### config.mk
export PLATFORM = sky130hd
export DESIGN_NAME = spslv_top
export DESIGN_NICKNAME = d
export VERILOG_FILES = /design/src/core/spslv_pkg.sv /design/src/core/spslv_top.sv
export SDC_FILE = /design/constraint.sdc
export NUM_CORES = 1
export LEC_CHECK = 0
export BUFFER_PORTS_ARGS = -buffer_cell sky130_fd_sc_hd__buf_2
export CAP_MARGIN = 20
export CELL_PAD_IN_SITES_DETAIL_PLACEMENT = 0
export CELL_PAD_IN_SITES_GLOBAL_PLACEMENT = 1
export CORE_MARGIN = 2
export CORE_UTILIZATION = 33
export DETAILED_ROUTE_END_ITERATION = 12
export GPL_TIMING_DRIVEN = 0
export PLACE_DENSITY_LB_ADDON = 0.1
export SYNTH_ARGS = -nofsm -noshare
export SYNTH_HDL_FRONTEND = slang
export SYNTH_SLANG_ARGS = --single-unit
### constraint.sdc
create_clock -name sys_clk_i -period 2.2 [get_ports sys_clk_i]
set_input_delay 0.11 -clock sys_clk_i [delete_from_list [all_inputs] [get_ports sys_clk_i]]
set_output_delay 0.11 -clock sys_clk_i [all_outputs]
set_load 0.02 [all_outputs]
### src/core/spslv_pkg.sv
/*
  package for the parallel slave port: register offsets, field positions,
  reset values and the link state encoding.
  assumes a 32-bit classic wishbone register bus with byte addresses.
*/
package spslv_pkg;
  // register byte offsets
  localparam logic [7:0] OFF_CTRL_STAT = 8'h00;
  localparam logic [7:0] OFF_DATA      = 8'h04;
  localparam logic [7:0] OFF_IRQ_STAT  = 8'h08;
  localparam logic [7:0] OFF_IRQ_MASK  = 8'h0c;
  localparam logic [7:0] OFF_STROBE_DIR = 8'h10;
  localparam logic [7:0] OFF_CONFIG    = 8'h14;
  // control/status field positions
  localparam int BIT_INPUT_FULL     = 7;
  localparam int BIT_OUTPUT_FULL    = 6;
  localparam int BIT_INPUT_OVERFLOW = 5;
  localparam int BIT_MODE_SELECT    = 4;
  // irq status / mask fields
  localparam int BIT_IRQ_WRITE_END  = 0;
  localparam int BIT_IRQ_READ_END   = 1;
  localparam int BIT_IRQ_OVERFLOW   = 2;
  // config fields
  localparam int BIT_CFG_PRIORITY   = 0;
  localparam int BIT_CFG_EXT_BUS    = 1;
  // reset values
  localparam logic [7:0] RST_CTRL_STAT  = 8'h00;
  localparam logic [7:0] RST_DATA       = 8'h00;
  localparam logic [2:0] RST_IRQ        = 3'h0;
  localparam logic [2:0] RST_STROBE_DIR = 3'h0;
  localparam logic [1:0] RST_CONFIG     = 2'h0;
  localparam logic [2:0] STROBE_DIR_INPUT = 3'h7;
  // link states, gray along idle -> write -> read
  typedef enum logic [1:0] {
    SPSLV_IDLE  = 2'b00,
    SPSLV_WRITE = 2'b01,
    SPSLV_READ  = 2'b11
  } spslv_state_t;
endpackage

### src/core/spslv_top.sv
/*
  parallel slave port core: an external master writes an 8-bit input latch and
  reads an 8-bit output latch through active-low strobes; firmware uses wishbone registers.
  assumes strobes and data pins synchronous to sys_clk_i, pad logic outside.
*/
// What this block does
// - mode bit turns data pins into slave port
// - master reaches latch using strobes only
// - mode takes read, write, chip select inputs
// - write spans chip select and write low
// - write latches byte while held, end sets flag, full
// - read drives latch out, sets output full
// - firmware write during read drives, no full
// - read end releases pins, sets flag
// - bit 7 shows received byte waiting
// - bit 6 shows output byte being read
// - bit 5 overflow, cleared only by firmware
// - port works only without external bus mode
`timescale 1ns/100ps
module spslv_top (
  // clock and reset
  input  wire logic        sys_clk_i,
  input  wire logic        rst_n_i,
  // wishbone slave
  input  wire logic        wb_cyc_i,
  input  wire logic        wb_stb_i,
  input  wire logic        wb_we_i,
  input  wire logic [7:0]  wb_adr_i,
  input  wire logic [3:0]  wb_sel_i,
  input  wire logic [31:0] wb_dat_i,
  output logic      [31:0] wb_dat_o,
  output logic             wb_ack_o,
  // parallel port pins
  input  wire logic        cs_n_i,
  input  wire logic        rd_n_i,
  input  wire logic        wr_n_i,
  input  wire logic [7:0]  pd_i,
  output logic      [7:0]  pd_o,
  output logic             pd_oe_o,
  // interrupt
  output logic             irq_o,
  output logic             irq_high_prio_o
);
  logic [7:0]  data_in_q;
  logic [7:0]  data_out_q;
  logic        ibf_q, obf_q, input_overflow_q, mode_q;
  logic [2:0]  irq_stat_q, irq_mask_q, strobe_dir_q;
  logic [1:0]  cfg_q;
  logic        active;
  logic        wr_low, rd_low;
  logic        wr_end, rd_start, rd_end;
  logic        bus_req, bus_wr, bus_rd, lane0;
  logic [2:0]  ev;
  logic [7:0]  stat_rd;
  logic [31:0] rd_d;
  spslv_pkg::spslv_state_t st_q;

  // port enabled only in mode and without the external bus
  assign active  = mode_q & ~cfg_q[spslv_pkg::BIT_CFG_EXT_BUS];
  assign wr_low  = active & ~cs_n_i & ~wr_n_i;
  assign rd_low  = active & ~cs_n_i & ~rd_n_i;
  assign wr_end  = (st_q == spslv_pkg::SPSLV_WRITE) & ~wr_low;
  assign rd_start = (st_q == spslv_pkg::SPSLV_IDLE) & ~wr_low & rd_low;
  assign rd_end  = (st_q == spslv_pkg::SPSLV_READ) & ~rd_low;
  assign bus_req = wb_cyc_i & wb_stb_i & ~wb_ack_o;
  // writes land at the edge where the master sees ack
  assign bus_wr  = wb_cyc_i & wb_stb_i & wb_ack_o & wb_we_i;
  assign bus_rd  = bus_req & ~wb_we_i;
  assign lane0   = wb_sel_i[0];

  // link state: transfers sampled on the system clock
  always_ff @(posedge sys_clk_i) begin
    if (!rst_n_i) begin
      st_q <= spslv_pkg::SPSLV_IDLE;
    end else begin
      unique case (st_q)
        spslv_pkg::SPSLV_IDLE: begin
          if (wr_low) begin
            st_q <= spslv_pkg::SPSLV_WRITE;
          end else if (rd_low) begin
            st_q <= spslv_pkg::SPSLV_READ;
          end
        end
        spslv_pkg::SPSLV_WRITE: begin
          if (!wr_low) begin
            st_q <= spslv_pkg::SPSLV_IDLE;
          end
        end
        spslv_pkg::SPSLV_READ: begin
          if (!rd_low) begin
            st_q <= spslv_pkg::SPSLV_IDLE;
          end
        end
        default: st_q <= spslv_pkg::SPSLV_IDLE;
      endcase
    end
  end

  // input latch takes the byte while the write is held
  always_ff @(posedge sys_clk_i) begin
    if (!rst_n_i) begin
      data_in_q <= spslv_pkg::RST_DATA;
    end else if (st_q == spslv_pkg::SPSLV_WRITE && wr_low) begin
      data_in_q <= pd_i;
    end
  end

  // output latch written by firmware
  always_ff @(posedge sys_clk_i) begin
    if (!rst_n_i) begin
      data_out_q <= spslv_pkg::RST_DATA;
    end else if (bus_wr && lane0 && wb_adr_i == spslv_pkg::OFF_DATA) begin
      data_out_q <= wb_dat_i[7:0];
    end
  end

  // input full: set on write end wins over the firmware read clear
  always_ff @(posedge sys_clk_i) begin
    if (!rst_n_i) begin
      ibf_q <= spslv_pkg::RST_CTRL_STAT[spslv_pkg::BIT_INPUT_FULL];
    end else if (wr_end) begin
      ibf_q <= 1'b1;
    end else if (bus_rd && wb_adr_i == spslv_pkg::OFF_DATA) begin
      ibf_q <= 1'b0;
    end
  end

  // output full: set at read start, firmware write during read leaves it
  always_ff @(posedge sys_clk_i) begin
    if (!rst_n_i) begin
      obf_q <= spslv_pkg::RST_CTRL_STAT[spslv_pkg::BIT_OUTPUT_FULL];
    end else if (rd_start) begin
      obf_q <= 1'b1;
    end else if (rd_end) begin
      obf_q <= 1'b0;
    end
  end

  // overflow, cleared only by firmware writing zero; set wins
  always_ff @(posedge sys_clk_i) begin
    if (!rst_n_i) begin
      input_overflow_q <= spslv_pkg::RST_CTRL_STAT[spslv_pkg::BIT_INPUT_OVERFLOW];
    end else if (wr_end && ibf_q) begin
      input_overflow_q <= 1'b1;
    end else if (bus_wr && lane0 && wb_adr_i == spslv_pkg::OFF_CTRL_STAT) begin
      input_overflow_q <= input_overflow_q & wb_dat_i[spslv_pkg::BIT_INPUT_OVERFLOW];
    end
  end

  // mode, strobe direction and configuration
  always_ff @(posedge sys_clk_i) begin
    if (!rst_n_i) begin
      mode_q       <= spslv_pkg::RST_CTRL_STAT[spslv_pkg::BIT_MODE_SELECT];
      strobe_dir_q <= spslv_pkg::RST_STROBE_DIR;
      cfg_q        <= spslv_pkg::RST_CONFIG;
    end else if (bus_wr && lane0) begin
      if (wb_adr_i == spslv_pkg::OFF_CTRL_STAT) begin
        mode_q <= wb_dat_i[spslv_pkg::BIT_MODE_SELECT];
      end
      if (wb_adr_i == spslv_pkg::OFF_STROBE_DIR) begin
        strobe_dir_q <= wb_dat_i[2:0];
      end
      if (wb_adr_i == spslv_pkg::OFF_CONFIG) begin
        cfg_q <= wb_dat_i[1:0];
      end
    end
  end

  // sticky interrupt status, write one to clear, set wins
  assign ev = {wr_end & ibf_q, rd_end, wr_end};
  always_ff @(posedge sys_clk_i) begin
    if (!rst_n_i) begin
      irq_stat_q <= spslv_pkg::RST_IRQ;
      irq_mask_q <= spslv_pkg::RST_IRQ;
    end else begin
      if (bus_wr && lane0 && wb_adr_i == spslv_pkg::OFF_IRQ_STAT) begin
        irq_stat_q <= (irq_stat_q & ~wb_dat_i[2:0]) | ev;
      end else begin
        irq_stat_q <= irq_stat_q | ev;
      end
      if (bus_wr && lane0 && wb_adr_i == spslv_pkg::OFF_IRQ_MASK) begin
        irq_mask_q <= wb_dat_i[2:0];
      end
    end
  end

  // interrupt outputs registered
  always_ff @(posedge sys_clk_i) begin
    if (!rst_n_i) begin
      irq_o           <= 1'b0;
      irq_high_prio_o <= 1'b0;
    end else begin
      irq_o           <= |(irq_stat_q & irq_mask_q);
      irq_high_prio_o <= (|(irq_stat_q & irq_mask_q)) & cfg_q[spslv_pkg::BIT_CFG_PRIORITY];
    end
  end

  // pin drive: pins follow firmware writes one cycle after the latch, also during a read
  always_ff @(posedge sys_clk_i) begin
    if (!rst_n_i) begin
      pd_o    <= spslv_pkg::RST_DATA;
      pd_oe_o <= 1'b0;
    end else begin
      pd_o    <= data_out_q;
      pd_oe_o <= rd_low & ~wr_low;
    end
  end

  // register read mux
  assign stat_rd = {ibf_q, obf_q, input_overflow_q, mode_q, 4'h0};
  always_comb begin
    rd_d = 32'h0000_0000;
    unique case (wb_adr_i)
      spslv_pkg::OFF_CTRL_STAT:  rd_d[7:0] = stat_rd;
      spslv_pkg::OFF_DATA:       rd_d[7:0] = data_in_q;
      spslv_pkg::OFF_IRQ_STAT:   rd_d[2:0] = irq_stat_q;
      spslv_pkg::OFF_IRQ_MASK:   rd_d[2:0] = irq_mask_q;
      spslv_pkg::OFF_STROBE_DIR: rd_d[2:0] = strobe_dir_q;
      spslv_pkg::OFF_CONFIG:     rd_d[1:0] = cfg_q;
      default:                   rd_d = 32'h0000_0000;
    endcase
  end

  // one wait-free ack per request, dropped the cycle after
  always_ff @(posedge sys_clk_i) begin
    if (!rst_n_i) begin
      wb_ack_o <= 1'b0;
      wb_dat_o <= 32'h0000_0000;
    end else begin
      wb_ack_o <= bus_req;
      wb_dat_o <= rd_d;
    end
  end

  // assertions
  property p_write_end_flags;
    @(posedge sys_clk_i) disable iff (!rst_n_i)
      wr_end |=> ibf_q && irq_stat_q[spslv_pkg::BIT_IRQ_WRITE_END];
  endproperty
  a_write_end_flags: assert property (p_write_end_flags)
    else $error("write end did not set input full and flag");

  property p_read_drive;
    @(posedge sys_clk_i) disable iff (!rst_n_i)
      rd_start |=> pd_oe_o && obf_q;
  endproperty
  a_read_drive: assert property (p_read_drive)
    else $error("read start did not drive pins or set output full");

  property p_read_release;
    @(posedge sys_clk_i) disable iff (!rst_n_i)
      rd_end |=> !pd_oe_o && irq_stat_q[spslv_pkg::BIT_IRQ_READ_END] ##1 !pd_oe_o;
  endproperty
  a_read_release: assert property (p_read_release)
    else $error("read end did not release pins or set flag");

  property p_overflow;
    @(posedge sys_clk_i) disable iff (!rst_n_i)
      wr_end && ibf_q |=> input_overflow_q;
  endproperty
  a_overflow: assert property (p_overflow)
    else $error("overflow not flagged");

  property p_inactive_quiet;
    @(posedge sys_clk_i) disable iff (!rst_n_i)
      !active |=> !pd_oe_o;
  endproperty
  a_inactive_quiet: assert property (p_inactive_quiet)
    else $error("pins driven while port inactive");

  property p_irq_level;
    @(posedge sys_clk_i) disable iff (!rst_n_i)
      |(irq_stat_q & irq_mask_q) |=> irq_o;
  endproperty
  a_irq_level: assert property (p_irq_level)
    else $error("interrupt not raised");

  property p_data_read_clears;
    @(posedge sys_clk_i) disable iff (!rst_n_i)
      bus_rd && wb_adr_i == spslv_pkg::OFF_DATA && !wr_end
      |=> !ibf_q && wb_dat_o[7:0] == $past(data_in_q);
  endproperty
  a_data_read_clears: assert property (p_data_read_clears)
    else $error("data read did not clear input full");

  property p_write_latch;
    @(posedge sys_clk_i) disable iff (!rst_n_i)
      st_q == spslv_pkg::SPSLV_WRITE && wr_low |=> data_in_q == $past(pd_i);
  endproperty
  a_write_latch: assert property (p_write_latch)
    else $error("byte not latched during write");

  property p_status_bits;
    @(posedge sys_clk_i) disable iff (!rst_n_i)
      bus_rd && wb_adr_i == spslv_pkg::OFF_CTRL_STAT
      |=> wb_dat_o[7] == $past(ibf_q) && wb_dat_o[6] == $past(obf_q);
  endproperty
  a_status_bits: assert property (p_status_bits)
    else $error("status read wrong");

  property p_obf_hold_on_fw_write;
    @(posedge sys_clk_i) disable iff (!rst_n_i)
      st_q == spslv_pkg::SPSLV_READ && rd_low && bus_wr && lane0
        && wb_adr_i == spslv_pkg::OFF_DATA
      |=> obf_q == $past(obf_q) ##1 pd_o == $past(wb_dat_i[7:0], 2);
  endproperty
  a_obf_hold_on_fw_write: assert property (p_obf_hold_on_fw_write)
    else $error("output full set again during read");
endmodule

# Yosys cells after proc, flatten, opt, wreduce, memory -nomap -nowiden

Index checks and enable logic that the tools add are counted.

Mux-type cells: 15
Reductions and logical operators: 18
Bitwise operators: 30
Equal/unequal tests: 10

Operators by type and width:

| kind                                                | number |
|---|---|
| bitwise AND 1 bit                                   | 17 |
| equality test 8 x 4 -> 1 bit, second input constant | 2 |
| equality test 8 x 5 -> 1 bit, second input constant | 2 |
| one-hot mux 2 bit (5 select lines)                  | 1 |
| one-hot mux 5 bit (2 select lines)                  | 1 |
| equality test 8 x 3 -> 1 bit, second input constant | 1 |
| logical AND 1 bit                                   | 8 |
| logical NOT 8 bit                                   | 1 |
| two-way mux 2 bit                                   | 4 |
| NOT 1 bit                                           | 8 |
| bitwise AND 3 bit                                   | 2 |
| two-way mux 1 bit                                   | 6 |
| OR 3 bit                                            | 2 |
| one-hot mux 2 bit (3 select lines)                  | 1 |
| AND reduction 2 bit                                 | 3 |
| nonzero test 2 bit                                  | 3 |
| != test 2 bit, second input constant                | 2 |
| one-hot mux 1 bit (4 select lines)                  | 1 |
| two-way mux 3 bit                                   | 1 |
| != test 3 bit, second input constant                | 1 |
| NOT 3 bit                                           | 1 |
| AND reduction 3 bit                                 | 1 |
| OR reduction 3 bit                                  | 1 |
| equality test 2 x 1 -> 1 bit, second input constant | 1 |
| other kinds (2)                                     | 2 |

Input port bits: 60
Register bits after elaboration: 77
Word-level logic and storage cells: 91

# Logic depth before layout (Yosys ltp)

Gate-level depths: netlist (run 1).

Word-level depth: 9
Gate-level depth with buffers: 6
Depth with buffers taken out: 4

# Least setup slack after synthesis (run 1)

OpenSTA, ideal clock, no wires.

Path type: reg2reg
Start: register wb_ack_o
End: register irq_mask_q[0]
Buffers on the path: 2
Arrival: 1.518 ns
Data required time: 2.128 ns
Path slack: 0.610 ns
Stages on the path, launching flop included: 7
Path through: dfxtp_1 and4_1 and4_1 clkbuf_2 and3_1 buf_2 mux2i_1

Longest elaborated chain between the ends: 4

Ends and longest elaborated chain:

| element                        | RTL line         | RTL |
|---|---|---|
| from (decl)                    | spslv_top.sv:32  | `output logic wb_ack_o,` |
| from (signal assigned)         | spslv_top.sv:230 | `wb_ack_o <= bus_req;` |
| bitwise AND 1 bit (2 in a row) | spslv_top.sv:67  | `assign bus_wr = wb_cyc_i & wb_stb_i & wb_ack_o & wb_we_i;` |
| logical AND 1 bit (2 in a row) | spslv_top.sv:181 | `if (bus_wr && lane0 && wb_adr_i == spslv_pkg::OFF_IRQ_MASK) begin` |
| to (signal assigned)           | spslv_top.sv:174 | `irq_mask_q <= spslv_pkg::RST_IRQ;` |
| to (signal assigned)           | spslv_top.sv:182 | `irq_mask_q <= wb_dat_i[2:0];` |
| to (decl)                      | spslv_top.sv:47  | `logic [2:0] irq_stat_q, irq_mask_q, strobe_dir_q;` |

Every way passes these cells.
A chain may end at the register's enable or synchronous reset.

# Worst setup path after layout (run 1)

Start: register mode_q
End: register data_in_q[0]

Longest elaborated chain between the ends: 4

Ends and longest elaborated chain:

| element                        | RTL line         | RTL |
|---|---|---|
| from (decl)                    | spslv_top.sv:46  | `logic ibf_q, obf_q, input_overflow_q, mode_q;` |
| from (signal assigned)         | spslv_top.sv:153 | `mode_q <= spslv_pkg::RST_CTRL_STAT[spslv_pkg::BIT_MODE_SELECT];` |
| from (signal assigned)         | spslv_top.sv:158 | `mode_q <= wb_dat_i[spslv_pkg::BIT_MODE_SELECT];` |
| bitwise AND 1 bit              | spslv_top.sv:59  | `assign active = mode_q & ~cfg_q[spslv_pkg::BIT_CFG_EXT_BUS];` |
| bitwise AND 1 bit (2 in a row) | spslv_top.sv:60  | `assign wr_low = active & ~cs_n_i & ~wr_n_i;` |
| logical AND 1 bit              | spslv_top.sv:103 | `end else if (st_q == spslv_pkg::SPSLV_WRITE && wr_low) begin` |
| to (signal assigned)           | spslv_top.sv:102 | `data_in_q <= spslv_pkg::RST_DATA;` |
| to (signal assigned)           | spslv_top.sv:104 | `data_in_q <= pd_i;` |
| to (decl)                      | spslv_top.sv:44  | `logic [7:0] data_in_q;` |

Every way passes these cells.

==> run metrics, run 1 <==
status=finished, final reports clean; syn avg cell area=approximately 9.4 sq um; Critical R2R Capture=data_in_q[0]; Final setup viols=0; Final Cell Area=0.002809 sq mm; DP Area=roughly 0.0027 sq mm; Initial Util=around a third; Core Util, Final=between 40 and 50%; post_cts resized=0; Commonest cells post-synth=53 x dfxtp_1, 30 x nor2_1, 25 x buf_4; placed insts=~400; Slew Limit Headroom=between 60% and 70%; R2R cell count=5; Longest Clk Path Bufs=2; DIE WIDTH=between 80 and 90 um; drc violations=0; Die H=87.12 um; Ports=104; Tmin final=between 1500 and 2000 ps; PortBufs=51; clock latency on the worst-skew pair=slightly above 300 ps; initial antenna violation count=0; Reg clk slew, reported paths=roughly 100 ps; setup TNS=0 ps; drt pass-1 iters=4; row count=30; EDFF count, synth=0; critical path type=reg2reg; #FFs+latches synth=53; HP Start=pd_i[5]; crit path setup slack, layout=about 530 ps; final WL=5.307 mm; # diodes=0; layout net count=383; skew final=7.500 ps; GRT Overall Usage=14.71%; Multi-input gate area=between 0.001 and 0.0015 sq mm; Core Region=0.006756 sq mm; post-synth top area share=between 40% and 50%; crit path to=data_in_q[0]; Synth area leader=dfxtp_1; Setup Buffers After CTS=0; number of max-cap violations=0; Hold Buf Count CTS=0; fillcell total=~700; Hold Path Class=in2reg; Via density=approximately 4.5; routed via count=approximately 1.8k; Register Area=about 0.0011 sq mm; crit path from=mode_q; root buffer cell=clkbuf_8; Yosys warning count=0; ratio of cells with drive above 1 in the final layout=28.70%; most frequent cell after synthesis=dfxtp_1; Pwr Total=roughly 1.7 mW; vias in the first global route=1616; Starting DRT DRC Count=between 90 and 100; routed len/inst=roughly 13 um; post-DP HPWL=4.065 mm; largest net degree at the start of global routing=17; P&R area growth vs syn=23.22%; first-pass GRT wire length=between 8 and 9 mm; worst r2r src=mode_q; Fin. Hold Viols=0; CP Capture Type=flip-flop; CTS tree=built; Post-Place Setup Slack=approximately 530 ps; remaining antenna violation count=0; Fmax achieved=approximately 600 MHz; RSZ-0062 raised after global routing=false; Slew Limit Fails=0; CP required=2380 ps; Non-Filler Instances=between 400 and 500; Setup crit start kind=flip-flop; worst vdd ir=0.3207 mV; sequential area share after synthesis=a little under half; final hold slack=around 33 ps; routability cong.=0.8258; H-tree lvl count=2; Post-synth top flop=dfxtp_1; main area contributors after synthesis=dfxtp_1 47%, mux2i_1 10%, buf_4 8.2%; CTS buffer count=5; Post-Syn Area=about 0.0023 sq mm; Tcrit/Tclk final=75.71%; Synth Instances=242; GRT overflow=0; Max FO, Critical Path=8; crit path DAT=1850 ps; asr flop ratio synth=0%; pwr dens=595.8 mW/mm^2; clock sink total=53; Pleak=1.354 nW; slew of the pin with the lowest slew margin=between 500 and 600 ps; Unique masters post-synth=45; die area=0.007589 sq mm; R2R setup slack=approximately 530 ps
[critical path, cell delays in order, from the launching register on]
cell and delay [ps]:
dfxtp_1 380, or3b_4 430, or3_1 370, buf_6 160, mux2i_1 150, nor2_1 50
[routing by layer]
metal | vias up | track usage [%] | wire [um]
li1 | 957 | - | -
met1 | 804 | 21.54 | 2625
met2 | 60 | 21.30 | 2282
met3 | 6 | 3.697 | 335
met4 | 0 | 4.196 | 64
met5 | - | 0 | 0
[kinds of logic after synthesis]
logic type / Yosys count / share of synthesized area, %
simple gates: 83 / 19.87
flops: 53 / 46.54
buf+inv: 42 / 11.47
compound gates: 38 / 10.87
mux: 25 / 11.09
other cells: 1 / 0.1645
[final cells by class]
cell class | instances | area share, %
flip-flops and latches | 53 | 37.77
multi-input cells | 170 | 37.15
repair buffers | 51 | 9.087
plain buffers | 35 | 8.374
well taps | 80 | 3.563
clock buffers | 6 | 2.584
inverters | 7 | 0.9354
clock inverters | 2 | 0.5345
[power breakdown]
| part | switching (mW) | leakage (nW) | internal [mW] |
|---|---|---|---|
| logic | 0.101 | 0.890 | 0.0633 |
| registers | 0.000741 | 0.427 | 0.959 |
| clock network | 0.324 | 0.0374 | 0.225 |
| total | 0.426 | 1.35 | 1.25 |
[sequential cells by signal, summed over array words and instances, names as in the netlist]
| name | cells |
|---|---|
| cfg_q | 2 |
| data_in_q | 8 |
| data_out_q | 8 |
| ibf_q | 1 |
| input_overflow_q | 1 |
| irq_high_prio_o | 1 |
| irq_mask_q | 3 |
| irq_o | 1 |
| irq_stat_q | 3 |
| mode_q | 1 |
| obf_q | 1 |
| pd_o | 8 |
| pd_oe_o | 1 |
| st_q | 2 |
| strobe_dir_q | 3 |
| wb_ack_o | 1 |
| wb_dat_o | 8 |
[worst min path at each step]
stage	endpoint	slack [ps]	cells past startpoint
3_3_place_gp	data_in_q[5]	340	3
6_report	data_in_q[5]	30	3
4_1_cts	data_in_q[4]	20	3
5_1_grt	data_out_q[7]	20	3
3_5_place_dp	data_out_q[6]	350	3
2_1_floorplan	irq_mask_q[0]	250	2
[cells in the final DEF, fill, tap and decap left out, types with 2 or more instances in the layout]
master and n:
clkbuf_8 5, a31oi_1 3, buf_4 25, nor2b_1 2
nand4_1 4, conb_1 24, o41ai_1 2, nand4b_1 4
buf_2 52, nor2_1 30, clkinvlp_4 2, and4_1 2
mux2i_1 23, and2_1 10, o21ai_0 8, a21oi_1 11
nand2b_1 3, inv_1 6, mux2_2 2, nor3_1 3
and3_1 3, nand2_1 12, clkbuf_1 8, dfxtp_1 53
a22oi_1 5
(Power assumes the default switching activity.)
==> run 2, diff against run 1 <==
==> constraint.sdc (replaced) <==
create_clock -name sys_clk_i -period 1.55 [get_ports sys_clk_i]
set_input_delay 0.0775 -clock sys_clk_i [delete_from_list [all_inputs] [get_ports sys_clk_i]]
set_output_delay 0.0775 -clock sys_clk_i [all_outputs]
set_load 0.02 [all_outputs]
==> run 2 against run 1 <==
Compared with the run above: worst setup slack worse by 510 ps; clock skew is 4.1 ps lower; sequential power is 42% higher; register-to-register slack lost 510 ps; sequential cell count stayed put; wire length grew 2.7%.
==> run metrics, run 2 (synthesis results as in run 1) <==
CTS tree=built; crit path cell chain=or3b_4, or3_4, mux2i_1, nor2_1; routed len/inst=around 13 um; RSZ-0062 raised after global routing=true; Tmin final=roughly 1500 ps; Final setup viols=0; final WL=5.448 mm; Longest Clk Path Bufs=2; post-DP HPWL=slightly above 4 mm; crit path setup slack, layout=between 20 and 25 ps; number of max-cap violations=0; worst vdd ir=0.4034 mV; Ports=~100; status=finished, final reports clean; GRT Overall Usage=roughly 15%; Die H=roughly 87 um; Core Util, Final=a little over two fifths; most frequent cells in the layout=52 x buf_2, 50 x dfxtp_1, 30 x nor2_1; clock sink total=between 50 and 60; routed via count=1897; Hold Path Class=in2reg; GRT overflow=0; Worst Path Buf+Inv=0; vias in the first global route=1643; Setup crit start kind=flip-flop; die area=roughly 0.0076 sq mm; Fmax achieved=654.0 MHz; drc violations=0; slew of the pin with the lowest slew margin=between 600 and 700 ps; commonest non-fill, non-tap cell in the layout=buf_2; routability cong.=~0.85; Fin. Hold Viols=0; critical path type=reg2reg; PortBufs=a little over 50; drt pass-1 iters=4; H-tree lvl count=2; pwr dens=a little over 800 mW/mm^2; crit path DAT=approximately 1700 ps; P&R area growth vs syn=28.43%; Post-Place Setup Slack=-106.0 ps; CP required=~1700 ps; Reg clk slew, reported paths=~100 ps; largest delay contributor family on the critical path=simple AND/OR/NAND/NOR gates; layout net count=393; Starting DRT DRC Count=89; Crit-path slowest cell=or3_4; # diodes=0; initial antenna violation count=0; Non-Filler Instances=between 400 and 500; skew final=around 3.4 ps; Pleak=1.409 nW; Core Region=a little under 0.007 sq mm; remaining antenna violation count=0; Slew Limit Headroom=about 56%; ratio of cells with drive above 1 in the final layout=30.54%; DP Area=0.002723 sq mm; Final Cell Area=0.002928 sq mm; first-pass GRT wire length=8.418 mm; Slew Limit Fails=0; placed insts=a little under 400; CP Capture Type=flip-flop; largest net degree at the start of global routing=18; crit-path max cell delay=440 ps; Max FO, Critical Path=8; fillcell total=around 700; clock latency on the worst-skew pair=310 ps; Initial Util=33.74%; root buffer cell=clkbuf_8; row count=30; CTS buffer count=5; Via density=roughly 4.6; Tcrit/Tclk final=a little under 100%; DIE WIDTH=about 87 um
[run 2: changes by cell type in the layout (fill, tap and decap cells not counted), moves of 3 or more]
| cell | previous run | this run |
|---|---|---|
| buf_4 | 25 | 28 |
| dfxtp_1 | 53 | 50 |
| dlygate4sd3_1 | 0 | 8 |
| dfxtp_2 | 0 | 3 |
[run 2: routing by layer]
| metal | GRT usage [%] | vias to the layer above | routed length, um |
|---|---|---|---|
| li1 | - | 974 | - |
| met1 | 20.01 | 858 | 2607 |
| met2 | 22.83 | 59 | 2469 |
| met3 | 3.791 | 6 | 313 |
| met4 | 3.776 | 0 | 57 |
| met5 | 0 | - | 0 |
[run 2: stage by stage]
step	total power [mW]	setup TNS, ps	hold WS (ps)
global placement	1.628	-1445	309.2
global route	2.516	-295.2	16.18
finish	2.407	0	18.01
detailed placement	1.627	-1789	314.5
CTS	2.441	0	1.068
floorplan	1.545	0	213.4
[run 2: worst min-delay path, cell delays in order]
cell     delay (ps)
buf_2            80
mux2i_1          50
nor2_1           90
[run 2: cell type report]
class	instances	area, sq um	share of cell area, %
clock buffers	5	68.82	2.350
clock inverters	3	21.27	0.7265
repair buffers	62	357.8	12.22
well taps	80	100.1	3.419
inverters	7	26.28	0.8974
multi-input cells	170	1059	36.15
flip-flops and latches	53	1065	36.37
plain buffers	34	230.2	7.863
[run 2: repair_timing]
action,in CTS,in global routing
hold buffers,7,1
pin swaps,2,2
hold endpoints to repair,7,1
buffers inserted,2,1
setup endpoints to repair,13,14
resized for setup,7,2
[run 2: report_power, final]
| part | switching (mW) | internal, mW |
|---|---|---|
| Clock | 0.471 | 0.321 |
| Sequential | 0.00104 | 1.36 |
| Combinational | 0.148 | 0.103 |
[run 2: final timing paths]
| check | start | end | slack [ps] | cells past startpoint |
|---|---|---|---|---|
| worst min-delay path | wb_dat_i[3] | data_out_q[3] | 20 | 3 |
| worst max register to register | mode_q | data_in_q[1] | 20 | 4 |
| worst max-delay path | mode_q | data_in_q[1] | 20 | 4 |
| worst min register to register | wb_ack_o | wb_ack_o | 440 | 1 |
==> run 3, diff against run 2 <==
--- a/config.mk
+++ b/config.mk
@@ -10,7 +10,8 @@
 export CELL_PAD_IN_SITES_DETAIL_PLACEMENT = 0
 export CELL_PAD_IN_SITES_GLOBAL_PLACEMENT = 1
 export CORE_MARGIN = 2
-export CORE_UTILIZATION = 33
+export CORE_UTILIZATION = 35
+export CTS_BUF_LIST = sky130_fd_sc_hd__clkbuf_8
 export DETAILED_ROUTE_END_ITERATION = 12
 export GPL_TIMING_DRIVEN = 0
 export PLACE_DENSITY_LB_ADDON = 0.1
==> run 3 against run 2 <==
Compared with the run above: total power increased by 0.69%; sequential share of layout area hardly changed; design area about the same; first-iteration DRC count is 52% higher; critical path depth stayed put; largest power group unchanged; highest routed layer unchanged.
==> run metrics, run 3 (synthesis results as in run 1) <==
clock latency on the worst-skew pair=310 ps; Pleak=between 1 and 1.5 nW; switch share=26.27%; Longest Clk Path Bufs=2; Final setup viols=0; R2R setup slack=8 ps; drc violations=0; Psw=0.6367 mW; row count=29; initial antenna violation count=0; Initial Util=approximately 36%; Slew Limit Headroom=between 60% and 70%; DIE WIDTH=around 85 um; PortBufs=between 50 and 60; Fin. Hold Viols=0; Core Region=about 0.0063 sq mm; clock sink total=53; worst vdd ir=between 0.4 and 0.5 mV; skew final=around 6 ps; routed via count=1892; setup TNS=0 ps; GRT overflow=0; vias in the first global route=1819; routability cong.=0.7887; root buffer cell=clkbuf_8; CTS buffer count=5; DP Area=~0.0027 sq mm; status=finished, final reports clean; crit path DAT=1740 ps; number of max-cap violations=0; combinational power share=approximately a tenth; Tmin final=1542 ps; first-pass GRT wire length=8.970 mm; Reg clk slew, reported paths=roughly 100 ps; worst r2r src=mode_q; Fmax achieved=648.6 MHz; Setup crit start kind=flip-flop; Starting DRT DRC Count=between 100 and 150; layout net count=392; Slew Limit Fails=0; slew of the pin with the lowest slew margin=approximately 540 ps; ratio of cells with drive above 1 in the final layout=around a third; R2R cell count=4; most frequent cells in the layout=51 x buf_2, 50 x dfxtp_1, 30 x buf_4; largest net degree at the start of global routing=18; Die H=approximately 85 um; Max FO, Critical Path=8; pwr dens=827.3 mW/mm^2; CTS tree=built; Final Cell Area=about 0.003 sq mm; Tcrit/Tclk final=slightly below 100%; Ports=104; die area=0.007175 sq mm; H-tree lvl count=2; Int Pwr=1.787 mW; final WL=approximately 5.5 mm; Critical R2R Capture=data_in_q[1]; Hold Path Class=in2reg; Clk pwr share=33.4%; drt pass-1 iters=4; GRT Overall Usage=between 10% and 20%; # diodes=0; P&R area growth vs syn=28.49%; routed len/inst=about 13 um; Via density=~4.6; crit path to=data_in_q[1]; crit path from=mode_q; register share of total power=56.2%; critical path type=reg2reg; CP Capture Type=flip-flop; post-DP HPWL=4.062 mm; RSZ-0062 raised after global routing=true; commonest non-fill, non-tap cell in the layout=buf_2; remaining antenna violation count=0; CP required=between 1500 and 2000 ps
==> run 3: cell count changes in the layout (fill, tap and decap cells not counted), sizes merged <==
cell	previous run	this run
dlygate4sd3	8	7
==> run 3: worst min-delay path by stage <==
stage | start | end | slack (ps) | cells after the start
floorplan | wb_stb_i | wb_ack_o | 210 | 2
global placement | pd_i[5] | data_in_q[5] | 310 | 3
detailed placement | pd_i[7] | data_in_q[7] | 310 | 3
CTS | pd_i[5] | data_in_q[5] | 4 | 3
global route | pd_i[3] | data_in_q[3] | 10 | 3
finish | pd_i[5] | data_in_q[5] | 0.4 | 3
==> run 3: power by group through the flow <==
stage | sequential (mW) | combinational (mW) | clock (mW)
global route | 1.36 | 0.275 | 0.887
detailed placement | 1.39 | 0.233 | 0
global placement | 1.39 | 0.232 | 0
floorplan | 1.40 | 0.149 | 0
CTS | 1.36 | 0.249 | 0.827
finish | 1.36 | 0.252 | 0.809
==> run 3: final cells by class <==
class	instances	area [sq um]
Clock inverter	3	21.27
Clock buffer	5	68.82
Buffer	33	221.5
Tap cell	77	96.34
Inverter	7	26.28
Sequential cell	53	1065
Fill cell	639	3385
Multi-Input combinational cell	170	1075
Timing Repair Buffer	62	355.3
==> run 3: per-stage QoR <==
| step | std cells | utilization [%] | power, mW | setup WS, ps | hold slack [ps] |
|---|---|---|---|---|---|
| floorplan | 265 | - | 1.545 | 29.94 | 213.4 |
| global placement | 393 | 43.06 | 1.627 | -117.0 | 306.9 |
| detailed placement | 393 | 43.06 | 1.627 | -103.8 | 312.2 |
| CTS | 411 | 46.21 | 2.439 | -14.31 | 3.988 |
| global route | 410 | 46.39 | 2.525 | -64.08 | 14.55 |
| finish | 410 | 46.39 | 2.423 | 8.322 | 0.4071 |
==> run 3: repair_timing <==
action / in CTS / in global routing
buffers inserted: 3 / 1
pin swaps: 2 / 3
endpoints found under the setup margin: 13 / 13
endpoints found under the hold margin: 7 / 0
cloned: 0 / 0
hold buffers: 7 / 0
gates resized for setup: 7 / 6
==> run 3: critical path, stage by stage, from the launching register on <==
cell	delay, ps
dfxtp_2	350
or3b_4	410
or3_4	440
mux2i_1	170
nor2_1	50
==> run 3: metal layers <==
layer	track usage, %	up-vias	routed length [um]
li1	-	973	-
met1	21.14	867	2589
met2	26.20	47	2586
met3	3.736	5	263
met4	3.463	0	55
met5	0	-	0
